<file path="config.mk">
export PLATFORM = sky130hd
export DESIGN_NAME = usb_function_control_regs
export DESIGN_NICKNAME = d
export VERILOG_FILES = /design/src/common/usb_ctl_pkg.sv /design/src/design/endpoint_decode.sv /design/src/design/usb_function_control_regs.sv
export SDC_FILE = /design/constraint.sdc
export NUM_CORES = 1
export LEC_CHECK = 0
export BUFFER_PORTS_ARGS = -buffer_cell sky130_fd_sc_hd__clkbuf_2
export CAP_MARGIN = 20
export CORE_MARGIN = 2
export CORE_UTILIZATION = 35
export DETAILED_ROUTE_END_ITERATION = 12
export PLACE_DENSITY = 0.6
export SYNTH_ARGS = -nofsm -noshare
export SYNTH_HDL_FRONTEND = slang
export SYNTH_SLANG_ARGS = --single-unit
</file>
<file path="constraint.sdc">
create_clock -name pclk -period 4.16 [get_ports pclk]
set_input_delay 0.208 -clock pclk [delete_from_list [all_inputs] [get_ports pclk]]
set_output_delay 0.208 -clock pclk [all_outputs]
set_load 0.05 [all_outputs]
</file>
<file path="src/common/usb_ctl_pkg.sv">
// Shared constants and types for the USB function control block.
// Assumes an APB register bus with 32-bit words, one register per word.
package usb_ctl_pkg;

    // Register indices; byte address is four times the index
    localparam logic [9:0] IDX_USB_CONTROL    = 10'h195;
    localparam logic [9:0] IDX_DEVICE_ADDRESS = 10'h196;
    localparam logic [9:0] IDX_FW_SCRATCH     = 10'h197;
    localparam logic [9:0] IDX_EP_CTL_BASE    = 10'h198;
    localparam logic [9:0] IDX_IRQ_STATUS     = 10'h1c0;
    localparam logic [9:0] IDX_IRQ_MASK       = 10'h1c1;
    localparam int         ADDR_LSB           = 2;

    localparam int NUM_ENDPOINTS = 3;
    localparam int EP_IDX_W      = 2;

    // Control register bit positions
    localparam int CTL_SE0_BIT      = 5;
    localparam int CTL_PACKET_DISABLE_BIT  = 4;
    localparam int CTL_CONFIG_BIT   = 3;
    localparam int CTL_RESUME_BIT   = 2;
    localparam int CTL_SUSPEND_BIT  = 1;

    // Endpoint control field positions
    localparam int EPC_CTL_DIS_BIT  = 3;
    localparam int EPC_OUT_EN_BIT   = 2;
    localparam int EPC_IN_EN_BIT    = 1;
    localparam int EPC_STALL_BIT    = 0;

    // Interrupt status bit positions
    localparam int IRQ_SETUP_BIT    = 0;
    localparam int IRQ_BUS_RST_BIT  = 1;
    localparam int IRQ_STALL_BIT    = 2;
    localparam int IRQ_REJECT_BIT   = 3;
    localparam int IRQ_W            = 4;

    // Reset values
    localparam logic [6:0]        RST_DEVICE_ADDRESS = 7'h00;
    localparam logic [7:0]        RST_FW_SCRATCH     = 8'h00;
    localparam logic [3:0]        RST_EP_CTL         = 4'h0;
    localparam logic [IRQ_W-1:0]  RST_IRQ_MASK       = 4'h0;

    typedef enum logic [1:0] {
        PID_OUT   = 2'h0,
        PID_IN    = 2'h1,
        PID_SETUP = 2'h2
    } token_pid_t;

    typedef enum logic [1:0] {
        VERDICT_IGNORE = 2'h0,
        VERDICT_ACCEPT = 2'h1,
        VERDICT_STALL  = 2'h2
    } verdict_t;

    typedef struct packed {
        logic       valid;
        token_pid_t pid;
        logic [6:0] addr;
        logic [3:0] ep;
    } token_t;

    typedef struct packed {
        logic accept;
        logic stall;
        logic ignore;
    } token_reply_t;

endpackage

</file>
<file path="src/design/endpoint_decode.sv">
// Decodes one endpoint control field against the token kind.
// Assumes the field is held in registers of the caller.
`timescale 1ns/10ps
module endpoint_decode (
    input  wire logic [3:0]                ctl,
    input  wire usb_ctl_pkg::token_pid_t   pid,
    output usb_ctl_pkg::verdict_t          verdict
);
    import usb_ctl_pkg::*;

    logic enabled;
    logic dir_ok;

    always_comb begin
        enabled = ctl[EPC_OUT_EN_BIT] | ctl[EPC_IN_EN_BIT];
        unique case (pid)
            PID_OUT:   dir_ok = ctl[EPC_OUT_EN_BIT];
            PID_IN:    dir_ok = ctl[EPC_IN_EN_BIT];
            PID_SETUP: dir_ok = ctl[EPC_OUT_EN_BIT] & ctl[EPC_IN_EN_BIT] & ~ctl[EPC_CTL_DIS_BIT];
            default:   dir_ok = 1'b0;
        endcase
        if (!enabled) begin
            verdict = VERDICT_IGNORE;
        end else if (ctl[EPC_STALL_BIT]) begin
            verdict = VERDICT_STALL;
        end else if (dir_ok) begin
            verdict = VERDICT_ACCEPT;
        end else begin
            verdict = VERDICT_IGNORE;
        end
    end

endmodule

</file>
<file path="src/design/usb_function_control_regs.sv">
// Control-side registers and token gating of a full-speed USB function.
// Assumes an APB master on pclk, a token decoder on pclk delivering one-cycle
// token strobes, a bus-reset pulse on pclk, and raw D+/D- pins from the pad.
//
// Behaviour
// - Live SE0 flag reads both lines low
// - SETUP token sets packet_disable
// - packet_disable holds off IN and OUT traffic
// - Resume bit drives resume signalling
// - Respond only to own device address
// - Address resets to 00h, both resets
// - Six endpoint directions, endpoints zero to two
// - Separate control register per endpoint
// - Four-bit control field per endpoint
// - Endpoint zero resets disabled; any endpoint can be a control pipe
`timescale 1ns/10ps
module usb_function_control_regs (
    input  wire logic                       pclk,
    input  wire logic                       presetn,
    // APB slave
    input  wire logic                       psel,
    input  wire logic                       penable,
    input  wire logic                       pwrite,
    input  wire logic [11:0]                paddr,
    input  wire logic [31:0]                pwdata,
    output logic                            pready,
    output logic [31:0]                     prdata,
    output logic                            pslverr,
    // USB line state and token decoder
    input  wire logic                       usb_dp,
    input  wire logic                       usb_dm,
    input  wire usb_ctl_pkg::token_t        token,
    input  wire logic                       bus_reset,
    output usb_ctl_pkg::token_reply_t       reply,
    // Link control
    output logic                            packet_disable,
    output logic                            resume_drive,
    output logic                            suspend_ctl,
    output logic                            usb_clk_en,
    output logic                            xcvr_enable,
    output logic                            irq
);
    import usb_ctl_pkg::*;

    ////////////////////////////////////////////////////////////////////////////
    // Line state synchroniser

    logic [1:0] line_meta;
    logic [1:0] line_sync;
    logic       se0;

    always_ff @(posedge pclk or negedge presetn) begin
        if (!presetn) begin
            line_meta <= 2'h0;
            line_sync <= 2'h0;
        end else begin
            line_meta <= {usb_dp, usb_dm};
            line_sync <= line_meta;
        end
    end

    assign se0 = ~line_sync[1] & ~line_sync[0];

    ////////////////////////////////////////////////////////////////////////////
    // APB decode

    logic [9:0] reg_idx;
    logic       access;
    logic       wr_hit;
    logic       rd_hit;
    logic       idx_ctl;
    logic       idx_addr;
    logic       idx_scratch;
    logic       idx_status;
    logic       idx_mask;
    logic [NUM_ENDPOINTS-1:0] idx_ep;
    logic       mapped;

    assign reg_idx     = paddr[11:ADDR_LSB];
    assign access      = psel & penable & pready;
    assign wr_hit      = access & pwrite;
    assign rd_hit      = access & ~pwrite;
    assign idx_ctl     = (reg_idx == IDX_USB_CONTROL);
    assign idx_addr    = (reg_idx == IDX_DEVICE_ADDRESS);
    assign idx_scratch = (reg_idx == IDX_FW_SCRATCH);
    assign idx_status  = (reg_idx == IDX_IRQ_STATUS);
    assign idx_mask    = (reg_idx == IDX_IRQ_MASK);

    genvar gi;
    generate
        for (gi = 0; gi < NUM_ENDPOINTS; gi++) begin : g_ep_idx
            assign idx_ep[gi] = (reg_idx == IDX_EP_CTL_BASE + 10'(gi));
        end
    endgenerate

    assign mapped = idx_ctl | idx_addr | idx_scratch | idx_status | idx_mask | (|idx_ep);

    ////////////////////////////////////////////////////////////////////////////
    // Register state

    logic       config_bit;
    logic       resume_bit;
    logic [6:0] device_address;
    logic [7:0] fw_scratch;
    logic [3:0] ep_ctl [NUM_ENDPOINTS];
    logic [IRQ_W-1:0] irq_status;
    logic [IRQ_W-1:0] irq_mask;

    logic       next_packet_disable;
    logic       next_config_bit;
    logic       next_resume_bit;
    logic       next_suspend_ctl;
    logic [6:0] next_device_address;
    logic [7:0] next_fw_scratch;
    logic [3:0] next_ep_ctl [NUM_ENDPOINTS];
    logic [IRQ_W-1:0] next_irq_status;
    logic [IRQ_W-1:0] next_irq_mask;
    logic [IRQ_W-1:0] irq_events;
    logic       setup_taken;

    always_comb begin
        next_packet_disable = packet_disable;
        next_config_bit     = config_bit;
        next_resume_bit     = resume_bit;
        next_suspend_ctl    = suspend_ctl;
        next_device_address = device_address;
        next_fw_scratch     = fw_scratch;
        next_irq_mask       = irq_mask;
        for (int i = 0; i < NUM_ENDPOINTS; i++) begin
            next_ep_ctl[i] = ep_ctl[i];
        end
        if (wr_hit && idx_ctl) begin
            next_config_bit  = pwdata[CTL_CONFIG_BIT];
            next_suspend_ctl = pwdata[CTL_SUSPEND_BIT];
            // Frozen while suspended: clocks to the engine are stopped
            if (!suspend_ctl) begin
                next_resume_bit = pwdata[CTL_RESUME_BIT];
                if (!pwdata[CTL_PACKET_DISABLE_BIT]) begin
                    next_packet_disable = 1'b0;
                end
            end
        end
        if (wr_hit && idx_addr) begin
            next_device_address = pwdata[6:0];
        end
        if (wr_hit && idx_scratch) begin
            next_fw_scratch = pwdata[7:0];
        end
        if (wr_hit && idx_mask) begin
            next_irq_mask = pwdata[IRQ_W-1:0];
        end
        for (int i = 0; i < NUM_ENDPOINTS; i++) begin
            if (wr_hit && idx_ep[i]) begin
                next_ep_ctl[i] = pwdata[3:0];
            end
        end
        // Set wins over the firmware clear in the same cycle
        if (setup_taken) begin
            next_packet_disable = 1'b1;
        end
        // Bus reset wins over a concurrent address write
        if (bus_reset) begin
            next_device_address = RST_DEVICE_ADDRESS;
        end
        next_irq_status = irq_status;
        if (rd_hit && idx_status) begin
            next_irq_status = '0;
        end
        next_irq_status = next_irq_status | irq_events;
    end

    always_ff @(posedge pclk or negedge presetn) begin
        if (!presetn) begin
            packet_disable <= 1'b0;
            config_bit     <= 1'b0;
            resume_bit     <= 1'b0;
            suspend_ctl    <= 1'b0;
            device_address <= RST_DEVICE_ADDRESS;
            fw_scratch     <= RST_FW_SCRATCH;
            irq_status     <= '0;
            irq_mask       <= RST_IRQ_MASK;
            for (int i = 0; i < NUM_ENDPOINTS; i++) begin
                ep_ctl[i] <= RST_EP_CTL;
            end
        end else begin
            packet_disable <= next_packet_disable;
            config_bit     <= next_config_bit;
            resume_bit     <= next_resume_bit;
            suspend_ctl    <= next_suspend_ctl;
            device_address <= next_device_address;
            fw_scratch     <= next_fw_scratch;
            irq_status     <= next_irq_status;
            irq_mask       <= next_irq_mask;
            for (int i = 0; i < NUM_ENDPOINTS; i++) begin
                ep_ctl[i] <= next_ep_ctl[i];
            end
        end
    end

    ////////////////////////////////////////////////////////////////////////////
    // Token gating

    verdict_t    ep_verdict [NUM_ENDPOINTS];
    verdict_t    verdict;
    logic        addr_match;
    logic        ep_in_range;
    token_reply_t next_reply;

    generate
        for (gi = 0; gi < NUM_ENDPOINTS; gi++) begin : g_ep_dec
            // One field serves both directions of its endpoint
            endpoint_decode u_dec (
                .ctl     (ep_ctl[gi]),
                .pid     (token.pid),
                .verdict (ep_verdict[gi])
            );
        end
    endgenerate

    always_comb begin
        addr_match  = (token.addr == device_address);
        ep_in_range = (token.ep < 4'(NUM_ENDPOINTS));
        verdict     = VERDICT_IGNORE;
        if (ep_in_range) begin
            verdict = ep_verdict[token.ep[EP_IDX_W-1:0]];
        end
        // SETUP still gets through so back-to-back SETUPs are seen
        if (packet_disable && token.pid != PID_SETUP) begin
            verdict = VERDICT_IGNORE;
        end
        if (!addr_match || suspend_ctl || bus_reset) begin
            verdict = VERDICT_IGNORE;
        end
        next_reply.accept = token.valid & (verdict == VERDICT_ACCEPT);
        next_reply.stall  = token.valid & (verdict == VERDICT_STALL);
        next_reply.ignore = token.valid & (verdict == VERDICT_IGNORE);
        setup_taken       = next_reply.accept & (token.pid == PID_SETUP);
        irq_events                   = '0;
        irq_events[IRQ_SETUP_BIT]    = setup_taken;
        irq_events[IRQ_BUS_RST_BIT]  = bus_reset;
        irq_events[IRQ_STALL_BIT]    = next_reply.stall;
        irq_events[IRQ_REJECT_BIT]   = token.valid & addr_match & (verdict == VERDICT_IGNORE);
    end

    always_ff @(posedge pclk or negedge presetn) begin
        if (!presetn) begin
            reply <= '0;
        end else begin
            reply <= next_reply;
        end
    end

    ////////////////////////////////////////////////////////////////////////////
    // Link control outputs

    logic next_resume_drive;
    logic next_usb_clk_en;
    logic next_xcvr_enable;
    logic next_irq;

    always_comb begin
        next_resume_drive = next_resume_bit;
        next_usb_clk_en   = ~next_suspend_ctl;
        next_xcvr_enable  = ~next_suspend_ctl;
        next_irq          = |(next_irq_status & next_irq_mask);
    end

    always_ff @(posedge pclk or negedge presetn) begin
        if (!presetn) begin
            resume_drive <= 1'b0;
            usb_clk_en   <= 1'b1;
            xcvr_enable  <= 1'b1;
            irq          <= 1'b0;
        end else begin
            resume_drive <= next_resume_drive;
            usb_clk_en   <= next_usb_clk_en;
            xcvr_enable  <= next_xcvr_enable;
            irq          <= next_irq;
        end
    end

    ////////////////////////////////////////////////////////////////////////////
    // APB answer: one wait state so read data comes from a flop

    logic [31:0] rd_value;
    logic        next_pready;
    logic [31:0] next_prdata;
    logic        next_pslverr;

    always_comb begin
        rd_value = '0;
        if (idx_ctl) begin
            rd_value[CTL_SE0_BIT]     = se0;
            rd_value[CTL_PACKET_DISABLE_BIT] = packet_disable;
            rd_value[CTL_CONFIG_BIT]  = config_bit;
            rd_value[CTL_RESUME_BIT]  = resume_bit;
            rd_value[CTL_SUSPEND_BIT] = suspend_ctl;
        end
        if (idx_addr) begin
            rd_value[6:0] = device_address;
        end
        if (idx_scratch) begin
            rd_value[7:0] = fw_scratch;
        end
        if (idx_status) begin
            rd_value[IRQ_W-1:0] = irq_status;
        end
        if (idx_mask) begin
            rd_value[IRQ_W-1:0] = irq_mask;
        end
        for (int i = 0; i < NUM_ENDPOINTS; i++) begin
            if (idx_ep[i]) begin
                rd_value[3:0] = ep_ctl[i];
            end
        end
        next_pready  = psel & penable & ~pready;
        next_prdata  = prdata;
        next_pslverr = 1'b0;
        if (next_pready) begin
            next_prdata  = pwrite ? 32'h0000_0000 : rd_value;
            next_pslverr = ~mapped;
        end
    end

    always_ff @(posedge pclk or negedge presetn) begin
        if (!presetn) begin
            pready  <= 1'b0;
            prdata  <= 32'h0000_0000;
            pslverr <= 1'b0;
        end else begin
            pready  <= next_pready;
            prdata  <= next_prdata;
            pslverr <= next_pslverr;
        end
    end

endmodule

</file>
==> metrics.md <==
| Metric | Value |
|---|---|
| TNS Setup | 0 ns |
| Ant diodes | 0 |
| Core area | 8810 um^2 |
| CP max FO | 6 |
| R2r worst-path depth | 6 |
| Vias in the first global route | 2,437 |
| Worst reg2reg path endpoint | irq |
| Status | finished clean |
| Largest family of logic cells by synthesized area | simple AND/OR/NAND/NOR gates |
| First-pass GRT wire length | 12.6 mm |
| Sink Count | 58 |
| Vias | 2,469 |
| Antenna viol nets, final | 0 |
| Grt ovf | 0 |
| Max clock buf depth | 2 |
| Fillers | 852 |
| Pwr Density | 363 nW/um^2 |
| FF-to-FF Start | suspend_ctl |
| Dpl ws | 1.84 ns |
| Post-Route M1 WL | 3.41 mm |
| RD Place Congestion | 0.862 |
| Cells along the critical path | or4_4 -> a221oi_4 -> inv_1 -> o311ai_1 -> a21boi_1 -> nand4b_1 |
| Rows | 34 |
| Setup bufs post-CTS | 0 |
| Tmin final | 2.17 ns |
| Full die area | 9980 um^2 |
| Fin crit share | 52.2% |
| Synth Area in XOR/XNOR | 1.91% |
| Die Y | 99.9 um |
| Final Max Tran Viols | 0 |
| Initial Util | 36.5% |
| Hold buffers post-CTS | 3 |
| Fin area | 3790 um^2 |
| Post-DR wirelength/cell | 16.3 um |
| Achievable frequency | 0.461 GHz |
| Met2 WL | 3.85 mm |
| All-Layer GR Usage | 16.3% |
| Post-synthesis compound-gate area fraction | 12.6% |
| Multiplexer share of the synthesized area | 15.4% |
| VDD IR max | 0.250 mV |
| Area occupied by multi-input gates | 1590 um^2 |
| Initial antenna violation count | 0 |
| Sequential cell area | 1450 um^2 |
| Final hold vios | 0 |
| Simple-Gate Fraction of Synth Area | 16.6% |
| Netlist Area Pre-Place | 3220 um^2 |
| Ys async rst share | 100% |
| Post-synth top cells | dfrtp_1 (57), mux2_2 (28), buf_4 (25), nand2_1 (22), nor2_1 (21) |
| Leak Pwr | 1.78 nW |
| Critical path endpoint category | register |
| H-tree depth | 3 |
| Critical Path AT | 2.38 ns |
| DR pass1 iterations | 4 |
| CTS tree | yes |
| Dominant cells by area after synthesis | dfrtp_1 (44%), mux2_2 (9.8%), buf_4 (5.8%), mux2i_1 (5.3%), o21ai_0 (2.6%) |
| Worst Path Required | 4.37 ns |
| Via-per-instance ratio | 5.20 |
| Top-count cell post-synth | dfrtp_1 |
| MaxCap Viol Count | 0 |
| Cells resized by post-CTS repair | 0 |
| Slew headroom | 56.8% |
| Hold endpoint | fw_scratch[7] |
| Yosys cell types | 57 |
| Final Setup Violations | 0 |
| Min-Delay Startpoint | pwdata[7] |
| Layout cells sized above 1 | 31.6% |
| Yosys top cell by area | dfrtp_1 |
| Final clock skew | 0.00758 ns |
| Synth warnings | 0 |
| Post-Synth Adder-Cell Area | 0% |
| Root cell of the clock tree | clkbuf_8 |
| Top Ports | 109 |
| Post-synth EDFFs | 0 |
| CP max stage delay | 0.51 ns |
| Crit-path slowest cell | or4_4 |
| Critical Path Start Type | register |
| Layout area overhead | 17.7% |
| Post-detail-place hpwl | 5.85 mm |
| Worst Hold Class | input pin to register |
| Most common flop cell mapped by yosys | dfrtp_1 |
| Average size of a mapped cell | 10.7 um^2 |
| Synth top area share | 44.3% |
| RSZ-0062 raised after global routing | false |
| DR iter-0 viols | 115 |
| Die Wd | 99.9 um |
| Met3 wire length | 350 um |
| Setup ws final | 1.99 ns |
| Critical path class | register to register |
| Register bit total from synthesis | 58 |
| DR DRC count | 0 |
| CTS clk-pin slew, worst paths | 0.07 ns |
| Sequential area share after synthesis | 45.1% |
| Top Metal Used | met4 |
| Worst-Margin Slew | 0.648 ns |
| Post-layout nets | 428 |
| Largest net degree at the start of global routing | 35 |
| Port-buffer cells | 58 |
| Placed Area | 3500 um^2 |
| Final WL | 7.74 mm |
| Hold path depth | 2 |
| Cells after synthesis | 301 |
| Worst R2R Setup Slack | 1.99 ns |
| Num CTS Buffers | 9 |
| Clock Latency Late Sink | 0.33 ns |
==> kinds of logic (layout without fill, tap and decap cells) <==
| logic type | count (synthesis) | in the layout |
|---|---|---|
| flops | 58 | 58 |
| buf+inv | 43 | 86 |
| other cells | 1 | 24 |
| compound gates | 56 | 56 |
| mux | 46 | 46 |
| xor+xnor | 7 | 7 |
| simple gates | 90 | 90 |
==> worst max path at each step <==
stage                      from            end  slack (ns)  cells past startpoint
floorplan           suspend_ctl            irq        1.98                      6
global placement      paddr[11]  fw_scratch[6]        1.86                      6
detailed placement    paddr[11]  fw_scratch[2]        1.84                      6
CTS                 suspend_ctl            irq        1.98                      6
global route        suspend_ctl            irq        1.85                      6
finish              suspend_ctl            irq        1.99                      6
==> final cells by class <==
type,instances,share of cell area [%]
multi-input combinational,223,41.9
sequential,58,38.4
timing repair buffer,63,8.86
clock buffer,11,4.00
tap,108,3.57
clock inverter,5,2.64
inverter,7,0.694
==> per-layer routing <==
| metal | vias to the layer above | track usage, % |
|---|---|---|
| li1 | 1168 | - |
| met1 | 1205 | 21.9 |
| met2 | 84 | 26.6 |
| met3 | 12 | 3.06 |
| met4 | 0 | 5.69 |
| met5 | - | 0 |
==> registers in the layout, indices dropped and copies added (netlist names) <==
signal and flops:
ep_ctl 12, fw_scratch 8, prdata 8, device_address 7
irq_mask 4, irq_status 4, reply 3, line_meta 2
line_sync 2, config_bit 1, irq 1, packet_disable 1
pready 1, pslverr 1, resume_drive 1, suspend_ctl 1
xcvr_enable 1
==> stage by stage <==
step | power, mW | utilization (%) | hold WS (ns) | instances
after global placement | 0.731 | 39.8 | 0.247 | 456
after floorplan | 0.698 | - | -0.0876 | 324
after detailed placement | 0.732 | 39.8 | 0.258 | 456
after CTS | 1.39 | 43.0 | 0.0983 | 475
after global routing | 1.42 | 43.0 | 0.0994 | 475
final | 1.38 | 43.0 | 0.111 | 475
==> cell usage in the layout (no fill, tap or decap), types with 4 or more instances in the layout <==
cell      netlist  layout
clkbuf_2        0      58
xnor2_1         7       7
nor3_1          4       4
mux2i_1        17      17
nor2b_1         5       5
inv_1           7       7
nand2_1        22      22
a22oi_1         4       4
a21oi_1         8       8
mux2_2         28      28
conb_1          1      24
clkbuf_8        0      11
dfrtp_1        57      57
o21ai_0        17      17
nor2_1         21      21
nand2b_1        4       4
==> report_power, final <==
group	internal, mW	leakage (nW)	switching [mW]
logic	0.0357	0.871	0.116
clock network	0.429	0.129	0.224
registers	0.570	0.782	0.00236
==> critical path, delay by kind of cell, from the launching register on <==
| kind | cells | cell delay (ns) |
|---|---|---|
| simple gates | 2 | 0.69 |
| buf+inv | 1 | 0.08 |
| compound gates | 3 | 0.83 |
| flops | 1 | 0.44 |
(Power assumes the default switching activity.)
